==> src/inc/flash_ctl_pkg.sv <==
// constants for the flash program/erase mode control block
package flash_ctl_pkg;
  // ==========================================
  // register byte offsets
  localparam logic [3:0] off_mode_control = 4'h0;
  localparam logic [3:0] off_fault_status = 4'h4;
  localparam logic [3:0] off_erase_select = 4'h8;
  localparam logic [3:0] off_access_gate = 4'hc;
  // ==========================================
  // mode control fields
  localparam int bit_reserved_top = 7;
  localparam int bit_sw_write_en = 6;
  localparam int bit_erase_setup = 5;
  localparam int bit_program_setup = 4;
  localparam int bit_erase_verify = 3;
  localparam int bit_program_verify = 2;
  localparam int bit_erase_run = 1;
  localparam int bit_program_run = 0;
  // ==========================================
  // other fields and widths
  localparam int bit_fault_flag = 7;
  localparam int bit_reg_access_on = 7;
  localparam int erase_blocks = 5;
  localparam int prog_unit_bytes = 128;
  localparam logic [7:0] mode_control_reset = 8'h00;
  localparam logic [4:0] erase_select_reset = 5'h00;
  localparam logic [15:0] flash_top_addr = 16'h4fff;
  localparam logic [1:0] resp_okay = 2'h0;
  localparam logic [1:0] resp_slverr = 2'h2;
endpackage : flash_ctl_pkg

==> src/design/flash_program_erase_control.sv <==
// flash program/erase mode control with axi4-lite register slave
module flash_program_erase_control
  import flash_ctl_pkg::*;
#(
  parameter int addr_w = 16
) (
  // clock and reset
  input wire logic clk_sys,
  input wire logic arst_n,
  // axi4-lite write address
  input wire logic s_axi_awvalid,
  output logic s_axi_awready,
  input wire logic [31:0] s_axi_awaddr,
  // axi4-lite write data
  input wire logic s_axi_wvalid,
  output logic s_axi_wready,
  input wire logic [31:0] s_axi_wdata,
  input wire logic [3:0] s_axi_wstrb,
  // axi4-lite write response
  output logic s_axi_bvalid,
  input wire logic s_axi_bready,
  output logic [1:0] s_axi_bresp,
  // axi4-lite read
  input wire logic s_axi_arvalid,
  output logic s_axi_arready,
  input wire logic [31:0] s_axi_araddr,
  output logic s_axi_rvalid,
  input wire logic s_axi_rready,
  output logic [31:0] s_axi_rdata,
  output logic [1:0] s_axi_rresp,
  // flash array side
  input wire logic boot_mode,
  input wire logic array_error,
  input wire logic [addr_w-1:0] array_addr,
  output logic array_program,
  output logic array_erase,
  output logic array_program_setup,
  output logic array_erase_setup,
  output logic array_program_verify,
  output logic array_erase_verify,
  output logic [erase_blocks-1:0] array_erase_blocks,
  output logic array_protected,
  output logic addr_unit_aligned
);

  // ==========================================
  // pin synchronisers
  logic [1:0] boot_sync;
  logic [1:0] err_sync;
  always_ff @(posedge clk_sys or negedge arst_n) begin
    if (!arst_n) begin
      boot_sync <= 2'b00;
      err_sync <= 2'b00;
    end else begin
      boot_sync <= {boot_sync[0], boot_mode};
      err_sync <= {err_sync[0], array_error};
    end
  end

  // ==========================================
  // registers
  logic [7:0] mode_control;
  logic [4:0] erase_select;
  logic fault_flag;
  logic reg_access_on;

  // ==========================================
  // write channel: address and data taken in either order
  logic aw_held;
  logic w_held;
  logic [3:0] aw_addr;
  logic aw_hole;
  logic [7:0] w_byte;
  logic w_lane0;
  logic do_write;
  logic [3:0] wr_addr;
  logic [7:0] wr_byte;
  logic wr_lane0;
  logic wr_hole;

  assign s_axi_awready = !aw_held && !s_axi_bvalid;
  assign s_axi_wready = !w_held && !s_axi_bvalid;
  assign wr_addr = aw_held ? aw_addr : s_axi_awaddr[3:0];
  assign wr_byte = w_held ? w_byte : s_axi_wdata[7:0];
  assign wr_lane0 = w_held ? w_lane0 : s_axi_wstrb[0];
  assign wr_hole = aw_held ? aw_hole : (s_axi_awaddr[31:4] != 28'h0000000);
  assign do_write = (aw_held || (s_axi_awvalid && s_axi_awready))
    && (w_held || (s_axi_wvalid && s_axi_wready));

  always_ff @(posedge clk_sys or negedge arst_n) begin
    if (!arst_n) begin
      aw_held <= 1'b0;
      w_held <= 1'b0;
      aw_addr <= 4'h0;
      aw_hole <= 1'b0;
      w_byte <= 8'h00;
      w_lane0 <= 1'b0;
    end else if (do_write) begin
      aw_held <= 1'b0;
      w_held <= 1'b0;
    end else begin
      if (s_axi_awvalid && s_axi_awready) begin
        aw_held <= 1'b1;
        aw_addr <= s_axi_awaddr[3:0];
        aw_hole <= s_axi_awaddr[31:4] != 28'h0000000;
      end
      if (s_axi_wvalid && s_axi_wready) begin
        w_held <= 1'b1;
        w_byte <= s_axi_wdata[7:0];
        w_lane0 <= s_axi_wstrb[0];
      end
    end
  end

  // decode; gated registers only reachable while access gate on
  logic wr_mapped;
  logic wr_gated_ok;
  // address bits above the map make a hole: error answer, no effect
  assign wr_mapped = !wr_hole && ((wr_addr == off_mode_control)
    || (wr_addr == off_fault_status) || (wr_addr == off_erase_select)
    || (wr_addr == off_access_gate));
  assign wr_gated_ok = reg_access_on || (wr_addr == off_access_gate);

  always_ff @(posedge clk_sys or negedge arst_n) begin
    if (!arst_n) begin
      s_axi_bvalid <= 1'b0;
      s_axi_bresp <= resp_okay;
    end else if (do_write) begin
      s_axi_bvalid <= 1'b1;
      s_axi_bresp <= wr_mapped ? resp_okay : resp_slverr;
    end else if (s_axi_bready) begin
      s_axi_bvalid <= 1'b0;
    end
  end

  logic wr_en;
  assign wr_en = do_write && wr_lane0 && wr_gated_ok && wr_mapped;

  // ==========================================
  // access gate
  always_ff @(posedge clk_sys or negedge arst_n) begin
    if (!arst_n) begin
      reg_access_on <= 1'b0;
    end else if (wr_en && wr_addr == off_access_gate) begin
      reg_access_on <= wr_byte[bit_reg_access_on];
    end
  end

  // ==========================================
  // mode control
  logic [7:0] next_mode;
  always_comb begin
    next_mode = mode_control;
    if (wr_en && wr_addr == off_mode_control) begin
      next_mode = wr_byte;
    end
    next_mode[bit_reserved_top] = 1'b0;
  end

  // write enable low or a fault clears the whole register; run needs its setup bit
  logic [7:0] gated_mode;
  always_comb begin
    gated_mode = next_mode;
    if (!gated_mode[bit_sw_write_en] || fault_flag) begin
      gated_mode = mode_control_reset;
    end
    if (!gated_mode[bit_erase_setup]) begin
      gated_mode[bit_erase_run] = 1'b0;
    end
    if (!gated_mode[bit_program_setup]) begin
      gated_mode[bit_program_run] = 1'b0;
    end
  end

  always_ff @(posedge clk_sys or negedge arst_n) begin
    if (!arst_n) begin
      mode_control <= mode_control_reset;
    end else begin
      mode_control <= gated_mode;
    end
  end

  // ==========================================
  // erase block select
  logic [4:0] next_select;
  always_comb begin
    next_select = erase_select;
    if (wr_en && wr_addr == off_erase_select) begin
      next_select = wr_byte[erase_blocks-1:0];
    end
    if ($countones(next_select) > 1) begin
      next_select = erase_select_reset;
    end
    if (!mode_control[bit_sw_write_en] || fault_flag) begin
      next_select = erase_select_reset;
    end
  end

  always_ff @(posedge clk_sys or negedge arst_n) begin
    if (!arst_n) begin
      erase_select <= erase_select_reset;
    end else begin
      erase_select <= next_select;
    end
  end

  // ==========================================
  // fault flag, sticky until reset
  always_ff @(posedge clk_sys or negedge arst_n) begin
    if (!arst_n) begin
      fault_flag <= 1'b0;
    end else if (err_sync[1] && (array_program || array_erase)) begin
      fault_flag <= 1'b1;
    end
  end

  // ==========================================
  // array outputs
  always_ff @(posedge clk_sys or negedge arst_n) begin
    if (!arst_n) begin
      array_program <= 1'b0;
      array_erase <= 1'b0;
      array_program_setup <= 1'b0;
      array_erase_setup <= 1'b0;
      array_program_verify <= 1'b0;
      array_erase_verify <= 1'b0;
      array_erase_blocks <= '0;
      array_protected <= 1'b0;
      addr_unit_aligned <= 1'b0;
    end else begin
      array_program <= mode_control[bit_program_run];
      array_erase <= mode_control[bit_erase_run];
      array_program_setup <= mode_control[bit_program_setup];
      array_erase_setup <= mode_control[bit_erase_setup];
      array_program_verify <= mode_control[bit_program_verify];
      array_erase_verify <= mode_control[bit_erase_verify];
      // boot loader erases all blocks; user mode only the one selected
      array_erase_blocks <= boot_sync[1] && mode_control[bit_erase_run]
        ? {erase_blocks{1'b1}} : erase_select;
      array_protected <= fault_flag;
      addr_unit_aligned <= (array_addr[6:0] == 7'h00)
        && ({{(32-addr_w){1'b0}}, array_addr} <= 32'(flash_top_addr));
    end
  end

  // ==========================================
  // read channel
  logic [7:0] rd_byte;
  logic rd_ok;
  always_comb begin
    rd_byte = 8'h00;
    rd_ok = 1'b1;
    unique case (s_axi_araddr[3:0])
      off_mode_control: rd_byte = reg_access_on ? {1'b0, mode_control[6:0]} : 8'h00;
      off_fault_status: rd_byte = reg_access_on ? {fault_flag, 7'h00} : 8'h00;
      off_erase_select: rd_byte = reg_access_on ? {3'b000, erase_select} : 8'h00;
      off_access_gate: rd_byte = {reg_access_on, 7'h00};
      default: rd_ok = 1'b0;
    endcase
    if (s_axi_araddr[31:4] != 28'h0000000) begin
      rd_byte = 8'h00;
      rd_ok = 1'b0;
    end
  end

  assign s_axi_arready = !s_axi_rvalid;
  always_ff @(posedge clk_sys or negedge arst_n) begin
    if (!arst_n) begin
      s_axi_rvalid <= 1'b0;
      s_axi_rdata <= 32'h0000_0000;
      s_axi_rresp <= resp_okay;
    end else if (s_axi_arvalid && s_axi_arready) begin
      s_axi_rvalid <= 1'b1;
      s_axi_rdata <= {24'h000000, rd_byte};
      s_axi_rresp <= rd_ok ? resp_okay : resp_slverr;
    end else if (s_axi_rready) begin
      s_axi_rvalid <= 1'b0;
    end
  end

endmodule : flash_program_erase_control

==> config.mk <==
export PLATFORM = sky130hd
export DESIGN_NAME = flash_program_erase_control
export DESIGN_NICKNAME = d
export VERILOG_FILES = /design/src/inc/flash_ctl_pkg.sv /design/src/design/flash_program_erase_control.sv
export SDC_FILE = /design/constraint.sdc
export NUM_CORES = 1
export LEC_CHECK = 0
export BUFFER_PORTS_ARGS = -buffer_cell sky130_fd_sc_hd__buf_2
export CAP_MARGIN = 15
export CORE_UTILIZATION = 39
export DETAILED_ROUTE_END_ITERATION = 16
export PLACE_DENSITY = 0.76
export SYNTH_ARGS = -nofsm -noshare
export SYNTH_HDL_FRONTEND = slang
export SYNTH_SLANG_ARGS = --single-unit
==> constraint.sdc <==
create_clock -name clk_sys -period 2.98 [get_ports clk_sys]
set_clock_uncertainty 0.1 [all_clocks]
set_input_delay 0.447 -clock clk_sys [delete_from_list [all_inputs] [get_ports clk_sys]]
set_output_delay 0.447 -clock clk_sys [all_outputs]
set_load 0.05 [all_outputs]
==> metrics, run 1 <==
CTS buffer count=9; CP max FO=5; register share of total power=41.2%; setup violators final=0; CP max stage cell=fa_1; post-layout util=55.6%; H-tree depth=3; commonest non-fill, non-tap cell in the layout=buf_2; power share of the clock group=25.4%; Fmax achieved=between 300 and 400 MHz; routed vias=2459; fill cell count=636; GP Congestion=0.844; initial drt markers=66; Root Driver=clkbuf_8; most frequent cells in the layout=buf_2, dfrtp_1, nand2_1; # rows=31; maximum buffer depth of the clock tree=2; # diodes=0; vias in the first global route=between 2000 and 2500; critical path cell sequence=buf_6 > buf_6 > a31oi_2 > a211oi_4 > nand2_4 > mux2_4 > fa_1 > ha_2 > nor2_2 > nand2_2 > a21oi_4 > nand2_1 > mux2i_1; average size of a mapped cell=11.0 um2; Logic pwr share=33.5%; ys async rst share=100%; first-pass iteration count of the detailed router=4; R2R depth=13; YS warnings=0; fin area=4060 um2; placement-stage cell area=3720 um2; Critical Path Sink Type=register; Final min period=roughly 2.9 ns; WL per Instance=13.1 um; Rel. slew slack=62.5%; fin nets=between 500 and 600; Non-Filler Instances=518; switching part of the total=a little under two fifths; die area=7930 um2; WP data arrival=~3.1 ns; die height=about 89 um; clock sinks=59; Multi-input gate area=1470 um2; status=complete, no violations; Placed Cells=498; worst-margin pin slew=0.561 ns; Slew Limit Fails=0; CP Launch Type=register; Seq/Total Area, Yosys=50.0%; DRC=0; synth-to-layout area growth=37.3%; Post-synth top flop=dfrtp_1; EDFF count, synth=0; final hold viol count=0; clk_lat worst skew=0.34 ns; crit share post-route=99.0%; Cell Int Power=1.57 mW; Worst Hold Class=in2reg; largest net degree at the start of global routing=41; Initial Utilization=40.5%; total grt overflow=0; Worst Path Required=about 3.1 ns; Yosys cell types=37; core area=7290 um2; Final TNS setup=0 ns; Worst VDD drop=~0.00021 V; Reg area=between 1000 and 1500 um2; die width=89.1 um; total wire length=6800 um; DPL Wire Length=roughly 5300 um; MaxCap Viol Count=0; Synth area leaders=dfrtp_1, buf_4, mux2_2, mux2i_1, nand2_1; DR vias/cell=4.75; pwr dens=620 nW/um2; Mapped Cells=268; hold path depth=1; Clock Pin Slew Worst Setup and Hold Paths=roughly 0.070 ns; first-pass GRT wire length=10200 um; CTS tree=built; GRT Overall Usage=roughly 17%; share of layout cells above drive strength 1=50.4%; # IOs=179; slowest stage delay, CP=roughly 0.5 ns; Yosys top cell area share=50.0%; #FFs+latches synth=59; cell taking the most area after synthesis=dfrtp_1; unrepaired setup endpoints after global routing=true; NetSw=0.943 mW; post-route ant nets=0; initial antenna violation count=0; kind of critical path=reg2reg; cell area after synthesis=2960 um2; Port-buffer cells=120; leakage=about 2.1 nW; hold_ws=0.105 ns; CP most frequent cell=buf_6
==> kinds of logic (layout without fill, tap and decap cells) <==
family          count (synthesis)  after routing  synth area share (%)
other cells                     1             26                 0.127
simple gates                   97             97                  18.5
fa+ha+maj                       2              2                  1.10
compound gates                 31             31                  6.86
buf+inv                        37            163                  8.09
flops                          59             59                  50.0
mux                            41             41                  15.4
==> registers in the layout, summed over array words and instances, names as in the netlist, 2 cells and up <==
register,flops
boot_sync,2
aw_addr,4
mode_control,7
err_sync,2
array_erase_blocks,5
w_byte,8
erase_select,5
s_axi_rdata,8
==> power by group through the flow <==
stage | registers [mW] | clock network [mW] | logic [mW]
after floorplan | 1.08 | 0 | 0.501
after global placement | 1.02 | 0 | 0.755
after detailed placement | 1.03 | 0 | 0.772
after CTS | 1.02 | 0.651 | 0.805
after global routing | 1.05 | 0.687 | 0.919
final | 1.04 | 0.639 | 0.842
==> routing by layer <==
| metal | share of wire, % | routed length, um | global-route usage (%) |
|---|---|---|---|
| met5 | 0 | 0 | 0 |
| met4 | 2.0 | 137 | 8.08 |
| met3 | 8.4 | 573 | 7.66 |
| met2 | 50 | 3380 | 29.7 |
| met1 | 40 | 2700 | 18.9 |
==> final cells by class <==
type                    instances  share of cell area (%)
clock buffers                   9                    3.05
flip-flops and latches         59                    36.5
repair buffers                141                    19.2
clock inverters                 7                    1.30
inverters                       6                   0.555
multi-input cells             197                    36.3
well taps                      99                    3.05
==> critical path: cells and delay by family (launching register included) <==
family | cells | cell delay (ns)
buffers and inverters | 2 | 0.24
multiplexers | 2 | 0.47
AO/OA/AOI/OAI | 3 | 0.53
flip-flops | 1 | 0.43
AND/OR/NAND/NOR | 4 | 0.41
adder cells (fa/ha/maj) | 2 | 0.68
==> synth_stat cells (3+ instances only) <==
library cell	n
nor4_2	7
nor4_1	9
nor3_1	6
buf_4	26
nor2_1	12
a21oi_1	7
nand2b_1	7
o21ai_0	14
mux2_4	4
nor2b_1	5
inv_1	6
nand2_1	33
dfrtp_1	59
clkbuf_1	3
mux2i_1	18
mux2_2	17
nand4_1	3
nand3_1	5
==> per-stage QoR <==
stage | power [mW] | setup WS [ns]
after floorplan | 1.58 | -0.149
after global placement | 1.77 | -0.265
after detailed placement | 1.80 | -0.312
after CTS | 2.47 | -0.0503
after global routing | 2.66 | -0.0602
final | 2.52 | 0.0312
==> repair_timing <==
item / in CTS / in global routing
gates cloned: 0 / 0
resized for setup: 7 / 21
hold buffers: 1 / 0
pin swaps: 12 / 10
endpoints found under the setup margin: 5 / 5
setup buffers: 2 / 1
hold endpoints to repair: 19 / 0
==> path summary, 6_finish.rpt <==
| kind | start | end | slack (ns) |
|---|---|---|---|
| min in group asynchronous | arst_n | err_sync[1] | 0.48 |
| worst max register to register | aw_held | erase_select[3] | 0.03 |
| worst min register to register | boot_sync[0] | boot_sync[1] | 0.25 |
| worst min-delay path | array_error | err_sync[0] | 0.11 |
| max in group asynchronous | arst_n | s_axi_bvalid | 1.41 |
| worst max-delay path | aw_held | erase_select[3] | 0.03 |
Power figures use the tool's default switching activity.
==> run 2: changes to the inputs <==
--- a/config.mk
+++ b/config.mk
@@ -5,6 +5,7 @@
 export SDC_FILE = /design/constraint.sdc
 export NUM_CORES = 1
 export LEC_CHECK = 0
+export ABC_AREA = 1
 export BUFFER_PORTS_ARGS = -buffer_cell sky130_fd_sc_hd__buf_2
 export CAP_MARGIN = 15
 export CORE_UTILIZATION = 39
==> run 2 against run 1 <==
Area after synthesis grew 1.4%. Via count grew 11%. Setup slack gained 0.19 ns. Total power grew 7.5%. Flip-flop and latch count is the same. Core utilization shrank 2.6 points. Non-clock buffer count shrank 17. Count of clock-buffer cells in the layout grew 2. Critical path type unchanged. Largest power group unchanged.
==> metrics, run 2 <==
top sig layer=met4 (unchanged); Final min period=2.76 ns (was 2.95 ns); cell taking the most area after synthesis=dfrtp_1 (unchanged); Placed Cells=592 (was 498); # IOs=179 (unchanged); Non-Filler Instances=608 (was 518); synth-to-layout area growth=29.5% (was 37.3%); hold_ws=0.112 ns (was 0.105 ns); DRC=0 (unchanged); Yosys cell types=31 (was 37); slowest stage delay, CP=0.49 ns (about the same); largest net degree at the start of global routing=46 (was 41); DPL Wire Length=5230 um (was 5280 um); commonest non-fill, non-tap cell in the layout=buf_2 (unchanged); Synth Area in Compound Gates=9.35% (was 6.86%); CTS buffer count=9 (unchanged); Mapped Cells=374 (was 268); worst r2r src=s_axi_bvalid (was aw_held); EDFF count, synth=0 (unchanged); flop-to-flop setup slack=0.22 ns (was 0.03 ns); Initial Utilization=40.9% (was 40.5%); CP startpoint=s_axi_bvalid (was aw_held); Final TNS setup=0 ns (unchanged); # rows=31 (unchanged); initial antenna violation count=0 (unchanged); Worst VDD drop=0.000569 V (was 0.000209 V); most frequent cells in the layout=buf_2, nand2_1, dfrtp_1 (was buf_2, dfrtp_1, nand2_1); Port-buffer cells=120 (unchanged); post-route ant nets=0 (unchanged); core area=7330 um2 (was 7290 um2); WL met3=479 um (was 573 um); CP max FO=7 (was 5); share of layout cells above drive strength 1=30.5% (was 50.4%); clock sinks=59 (unchanged); post-layout util=53.0% (was 55.6%); Worst Hold Class=in2reg (unchanged); setup violators final=0 (unchanged); average size of a mapped cell=8.02 um2 (was 11.0 um2); status=complete, no violations (unchanged); final hold viol count=0 (unchanged); pwr dens=697 nW/um2 (was 620 nW/um2); MaxCap Viol Count=0 (unchanged); GP Congestion=0.823 (was 0.844); CTS tree=built (unchanged); initial drt markers=121 (was 66); kind of critical path=reg2reg (unchanged); Worst Path Required=3.10 ns (was 3.14 ns); Clock Pin Slew Worst Setup and Hold Paths=0.06 ns (was 0.07 ns); Rel. slew slack=34.1% (was 62.5%); Post-synth top cells=nand2_1, dfrtp_1, inv_1, nor2_1, o21ai_0 (was dfrtp_1, nand2_1, buf_4, mux2i_1, mux2_2); maximum buffer depth of the clock tree=2 (unchanged); hold buffer count at CTS=0 (was 1); Regs by FF count=s_axi_rdata: 8 flops, w_byte: 8 flops, mode_control: 7 flops (unchanged); Post-Synth Simple-Gate Area=26.7% (was 18.5%); first-pass GRT wire length=10700 um (was 10200 um); clk_lat worst skew=0.34 ns (about the same); Synth area leaders=dfrtp_1, nand2_1, buf_4, inv_1, nor2_1 (was dfrtp_1, buf_4, mux2_2, mux2i_1, nand2_1); Adder-Cell Fraction of Synth Area=1.09% (was 1.10%); Root Driver=clkbuf_8 (unchanged); post-synthesis mux area share=0% (was 15.4%); unrepaired setup endpoints after global routing=false (was true); CP Launch Type=register (unchanged); Yosys top cell area share=49.2% (was 50.0%); R2R depth=11 (was 13); CP most frequent cell=nand3_1 (was buf_6); WP data arrival=2.88 ns (was 3.11 ns); die area=8040 um2 (was 7930 um2); routed vias=2734 (was 2459); #FFs+latches synth=59 (unchanged); WL per Instance=10.9 um (was 13.1 um); XOR/XNOR Fraction of Synth Area=0% (unchanged); Post-synth top flop=dfrtp_1 (unchanged); met1 wire length=2870 um (was 2700 um); crit share post-route=92.6% (was 99.0%); H-tree depth=3 (unchanged); leakage=2.22 nW (was 2.09 nW); postcts setup bufs=0 (was 2); total wire length=6640 um (was 6800 um); die height=89.7 um (was 89.1 um); # diodes=0 (unchanged); vias in the first global route=2545 (was 2285); ys async rst share=100% (unchanged); fin nets=631 (was 541); Critical Path Sink Type=register (unchanged); cts repair resizes=0 (was 7); most frequent cell after synthesis=nand2_1 (was dfrtp_1); Fmax achieved=363 MHz (was 339 MHz); main combinational cell family by area after synthesis=simple AND/OR/NAND/NOR gates (unchanged); GRT Overall Usage=17.6% (was 17.5%); CP max stage cell=fa_1 (unchanged); Seq/Total Area, Yosys=49.2% (was 50.0%); met2 WL=3170 um (was 3380 um); cell area after synthesis=3000 um2 (was 2960 um2); first-pass iteration count of the detailed router=4 (unchanged); RR Endpoint=erase_select[3] (unchanged); worst-margin pin slew=0.988 ns (was 0.561 ns); YS warnings=0 (unchanged); total grt overflow=0 (unchanged); DR vias/cell=4.50 (was 4.75); die width=89.7 um (was 89.1 um); Critical Path End=erase_select[3] (unchanged); Slew Limit Fails=0 (unchanged); critical path cell sequence=o21ai_1 > nand3_1 > a21oi_4 > nand4_4 > nand2_1 > o21ai_2 > fa_1 > ha_1 > nand3_1 > nand2_2 > nor2_1 (was buf_6 > buf_6 > a31oi_2 > a211oi_4 > nand2_4 > mux2_4 > fa_1 > ha_2 > nor2_2 > nand2_2 > a21oi_4 > nand2_1 > mux2i_1)
run 2: per-layer routing:
metal / track usage [%] / up-vias
li1: - / 1398
met1: 20.7 / 1225
met2: 31.2 / 100
met3: 3.02 / 11
met4: 8.51 / 0
met5: 0 / -
run 2: kinds of logic after synthesis:
logic type	Yosys count
AND/OR/NAND/NOR	184
buffers and inverters	81
flip-flops	59
AO/OA/AOI/OAI	47
adder cells (fa/ha/maj)	2
other	1
run 2: worst min path at each step:
| stage | from | endpoint | slack, ns | depth (start not counted) |
|---|---|---|---|---|
| after global placement | boot_sync[0] | boot_sync[1] | 0.23 | 0 |
| after global routing | array_error | err_sync[0] | 0.10 | 1 |
| after floorplan | arst_n | addr_unit_aligned | 0.05 | 0 |
| after CTS | array_error | err_sync[0] | 0.10 | 1 |
| final | array_error | err_sync[0] | 0.11 | 1 |
| after detailed placement | boot_sync[0] | boot_sync[1] | 0.23 | 0 |
run 2: critical path, delay by kind of cell, from the launching register on:
kind            cells  cell delay, ns
fa+ha+maj           2            0.78
simple gates        6            0.74
compound gates      3            0.57
flops               1            0.45
run 2: report_power, final:
group | internal (mW) | switching (mW) | total, mW
Combinational | 0.225 | 0.579 | 0.804
Sequential | 0.932 | 0.0899 | 1.02
Clock | 0.576 | 0.304 | 0.879
Total | 1.73 | 0.973 | 2.71
run 2: layout make-up:
type,count,area [um2]
Multi-Input combinational cell,259,1220
Sequential cell,59,1480
Clock inverter,5,100
Timing Repair Buffer,124,631
Fill cell,714,3450
Clock buffer,11,141
Inverter,51,191
Tap cell,99,124
run 2: through the flow:
| stage | cell area, um2 | setup slack, ns | total power [mW] |
|---|---|---|---|
| 2_1_floorplan | 3100 | 0.0605 | 1.64 |
| 3_3_place_gp | 3640 | 0.189 | 1.81 |
| 3_5_place_dp | 3640 | 0.145 | 1.84 |
| 4_1_cts | 3880 | 0.220 | 2.73 |
| 5_1_grt | 3880 | 0.00521 | 2.87 |
| 6_report | 3880 | 0.222 | 2.71 |
==> run 3: changes to the inputs <==
--- a/config.mk
+++ b/config.mk
@@ -11,6 +11,7 @@
 export CORE_UTILIZATION = 39
 export DETAILED_ROUTE_END_ITERATION = 16
 export PLACE_DENSITY = 0.76
+export RECOVER_POWER = 50
 export SYNTH_ARGS = -nofsm -noshare
 export SYNTH_HDL_FRONTEND = slang
 export SYNTH_SLANG_ARGS = --single-unit
==> constraint.sdc (replaced) <==
create_clock -name clk_sys -period 2.98 [get_ports clk_sys]
set_clock_uncertainty 0.1 [all_clocks]
set_input_delay 0.149 -clock clk_sys [delete_from_list [all_inputs] [get_ports clk_sys]]
set_output_delay 0.149 -clock clk_sys [all_outputs]
set_load 0.05 [all_outputs]
==> run 3 against run 2 <==
Setup slack got worse by 0.051 ns. Via count is 2.7% higher. Sequential power hardly changed. Sequential share of layout area is 1.3 points lower. Non-clock buffer count up 18. Final cell count increased by 2.6%. Fmax shrank 1.8%. Combinational power grew 4.4%. Clock power fell by 17%. Critical path depth rose by 6. Critical path type is now in2reg.
==> metrics, run 3 (synthesized netlist as in run 2, its figures left out) <==
commonest non-fill, non-tap cell in the layout=buf_2 (unchanged); MaxCap Viol Count=0 (unchanged); Port-buffer cells=120 (unchanged); initial drt markers=133 (was 121); Regs by FF count=s_axi_rdata: 8 flops, w_byte: 8 flops, mode_control: 7 flops (unchanged); Rel. slew slack=3.87% (was 34.1%); top sig layer=met4 (unchanged); WL per Instance=10.9 um (about the same); most frequent cells in the layout=buf_2, nand2_1, dfrtp_1 (unchanged); clk_lat worst skew=0.33 ns (was 0.34 ns); kind of critical path=in2reg (was reg2reg); Multi-input gate area=1230 um2 (was 1220 um2); clock sinks=59 (unchanged); synth-to-layout area growth=34.1% (was 29.5%); Slew Limit Fails=0 (unchanged); post-route ant nets=0 (unchanged); Non-Filler Instances=624 (was 608); DR vias/cell=4.50 (about the same); critical path cell sequence=dlygate4sd3_1 > buf_2 > nor2_1 > nand2_2 > nand2_2 > nand2_1 > a21oi_4 > nand2_1 > inv_1 > nand3_1 > nand2_1 > inv_1 > fa_1 > ha_1 > nand3_1 > nand2_2 > nor2_1 (was o21ai_1 > nand3_1 > a21oi_4 > nand4_4 > nand2_1 > o21ai_2 > fa_1 > ha_1 > nand3_1 > nand2_2 > nor2_1); crit share post-route=94.3% (was 92.6%); Worst Path Required=3.13 ns (was 3.10 ns); WL met3=492 um (was 479 um); die width=89.7 um (unchanged); share of layout cells above drive strength 1=29.9% (was 30.5%); core area=7330 um2 (unchanged); CP Launch Type=primary input (was register); DRC=0 (unchanged); Clock Pin Slew Worst Setup and Hold Paths=0.06 ns (about the same); initial antenna violation count=0 (unchanged); Initial Utilization=40.9% (unchanged); total grt overflow=0 (unchanged); final hold viol count=0 (unchanged); fill cell count=693 (was 714); Root Driver=clkbuf_8 (unchanged); routed vias=2807 (was 2734); fin area=4020 um2 (was 3880 um2); die area=8040 um2 (unchanged); # diodes=0 (unchanged); largest net degree at the start of global routing=29 (was 46); CP max FO=6 (was 7); first-pass GRT wire length=11100 um (was 10700 um); Reg area=1480 um2 (unchanged); CTS buffer count=9 (unchanged); DPL Wire Length=5380 um (was 5230 um); H-tree depth=3 (unchanged); worst-margin pin slew=1.44 ns (was 0.988 ns); CTS tree=built (unchanged); slowest stage delay, CP=0.54 ns (was 0.49 ns); vias in the first global route=2655 (was 2545); CP max stage cell=dlygate4sd3_1 (was fa_1); setup violators final=0 (unchanged); # rows=31 (unchanged); Placed Cells=592 (unchanged); WP data arrival=2.96 ns (was 2.88 ns); # IOs=179 (unchanged); first-pass iteration count of the detailed router=4 (unchanged); total wire length=6820 um (was 6640 um); fin nets=649 (was 631); met1 wire length=2930 um (was 2870 um); Worst VDD drop=0.000577 V (was 0.000569 V); Critical Path Sink Type=register (unchanged); met2 WL=3330 um (was 3170 um); Worst Hold Class=in2reg (unchanged); pwr dens=644 nW/um2 (was 697 nW/um2); die height=89.7 um (unchanged); Final min period=2.81 ns (was 2.76 ns); GRT Overall Usage=18.3% (was 17.6%); GP Congestion=0.819 (was 0.823); maximum buffer depth of the clock tree=2 (unchanged); leakage=2.27 nW (was 2.22 nW); Fmax achieved=356 MHz (was 363 MHz); placement-stage cell area=3640 um2 (unchanged); status=complete, no violations (unchanged)
## run 3: worst max-delay path, delay by kind of cell
kind | cells | cell delay [ns]
AND/OR/NAND/NOR | 10 | 0.99
buffers and inverters | 4 | 0.82
AO/OA/AOI/OAI | 1 | 0.25
adder cells (fa/ha/maj) | 2 | 0.76
## run 3: worst paths after layout
| check | from | to | slack, ns | cells after the start |
|---|---|---|---|---|
| max | s_axi_awaddr[0] | erase_select[2] | 0.17 | 17 |
| min | s_axi_araddr[2] | s_axi_rdata[7] | 0.02 | 3 |
| max reg2reg | s_axi_bvalid | erase_select[2] | 0.19 | 13 |
| min reg2reg | err_sync[0] | err_sync[1] | 0.25 | 0 |
| max in group asynchronous | arst_n | mode_control[2] | 0.68 | 3 |
| min in group asynchronous | arst_n | aw_addr[1] | 0.31 | 2 |
## run 3: what timing repair did
item | CTS | global route
hold buffers | 15 | 0
hold endpoints to repair | 44 | 0
buffers inserted | 0 | 3
setup endpoints to repair | 0 | 5
resized for setup | 0 | 5
## run 3: cell type report
class / instances / share of cell area (%)
inverters: 51 / 4.76
clock buffers: 12 / 4.11
repair buffers: 142 / 19.8
clock inverters: 2 / 0.871
flip-flops and latches: 59 / 36.8
multi-input cells: 259 / 30.6
well taps: 99 / 3.08
## run 3: where the power goes
| part | internal [mW] | leakage [nW] | switching (mW) |
|---|---|---|---|
| sequential | 0.932 | 0.774 | 0.0877 |
| clock | 0.444 | 0.104 | 0.286 |
| combinational | 0.250 | 1.39 | 0.590 |
## run 3: stage by stage
| step | setup TNS (ns) | setup WS, ns | total power [mW] | hold WS, ns | utilization [%] |
|---|---|---|---|---|---|
| floorplan | 0 | 0.0605 | 1.64 | -0.247 | - |
| global placement | 0 | 0.231 | 1.80 | -0.0401 | 49.7 |
| detailed placement | 0 | 0.144 | 1.83 | -0.0323 | 49.7 |
| CTS | 0 | 0.121 | 2.59 | 0.00552 | 54.4 |
| global route | -0.0424 | -0.0244 | 2.76 | 0.0158 | 54.9 |
| finish | 0 | 0.170 | 2.59 | 0.0200 | 54.9 |
## run 3: routing by layer
layer	up-vias	global-route usage (%)
li1	1430	-
met1	1262	21.6
met2	108	32.3
met3	7	4.30
met4	0	6.78
met5	-	0
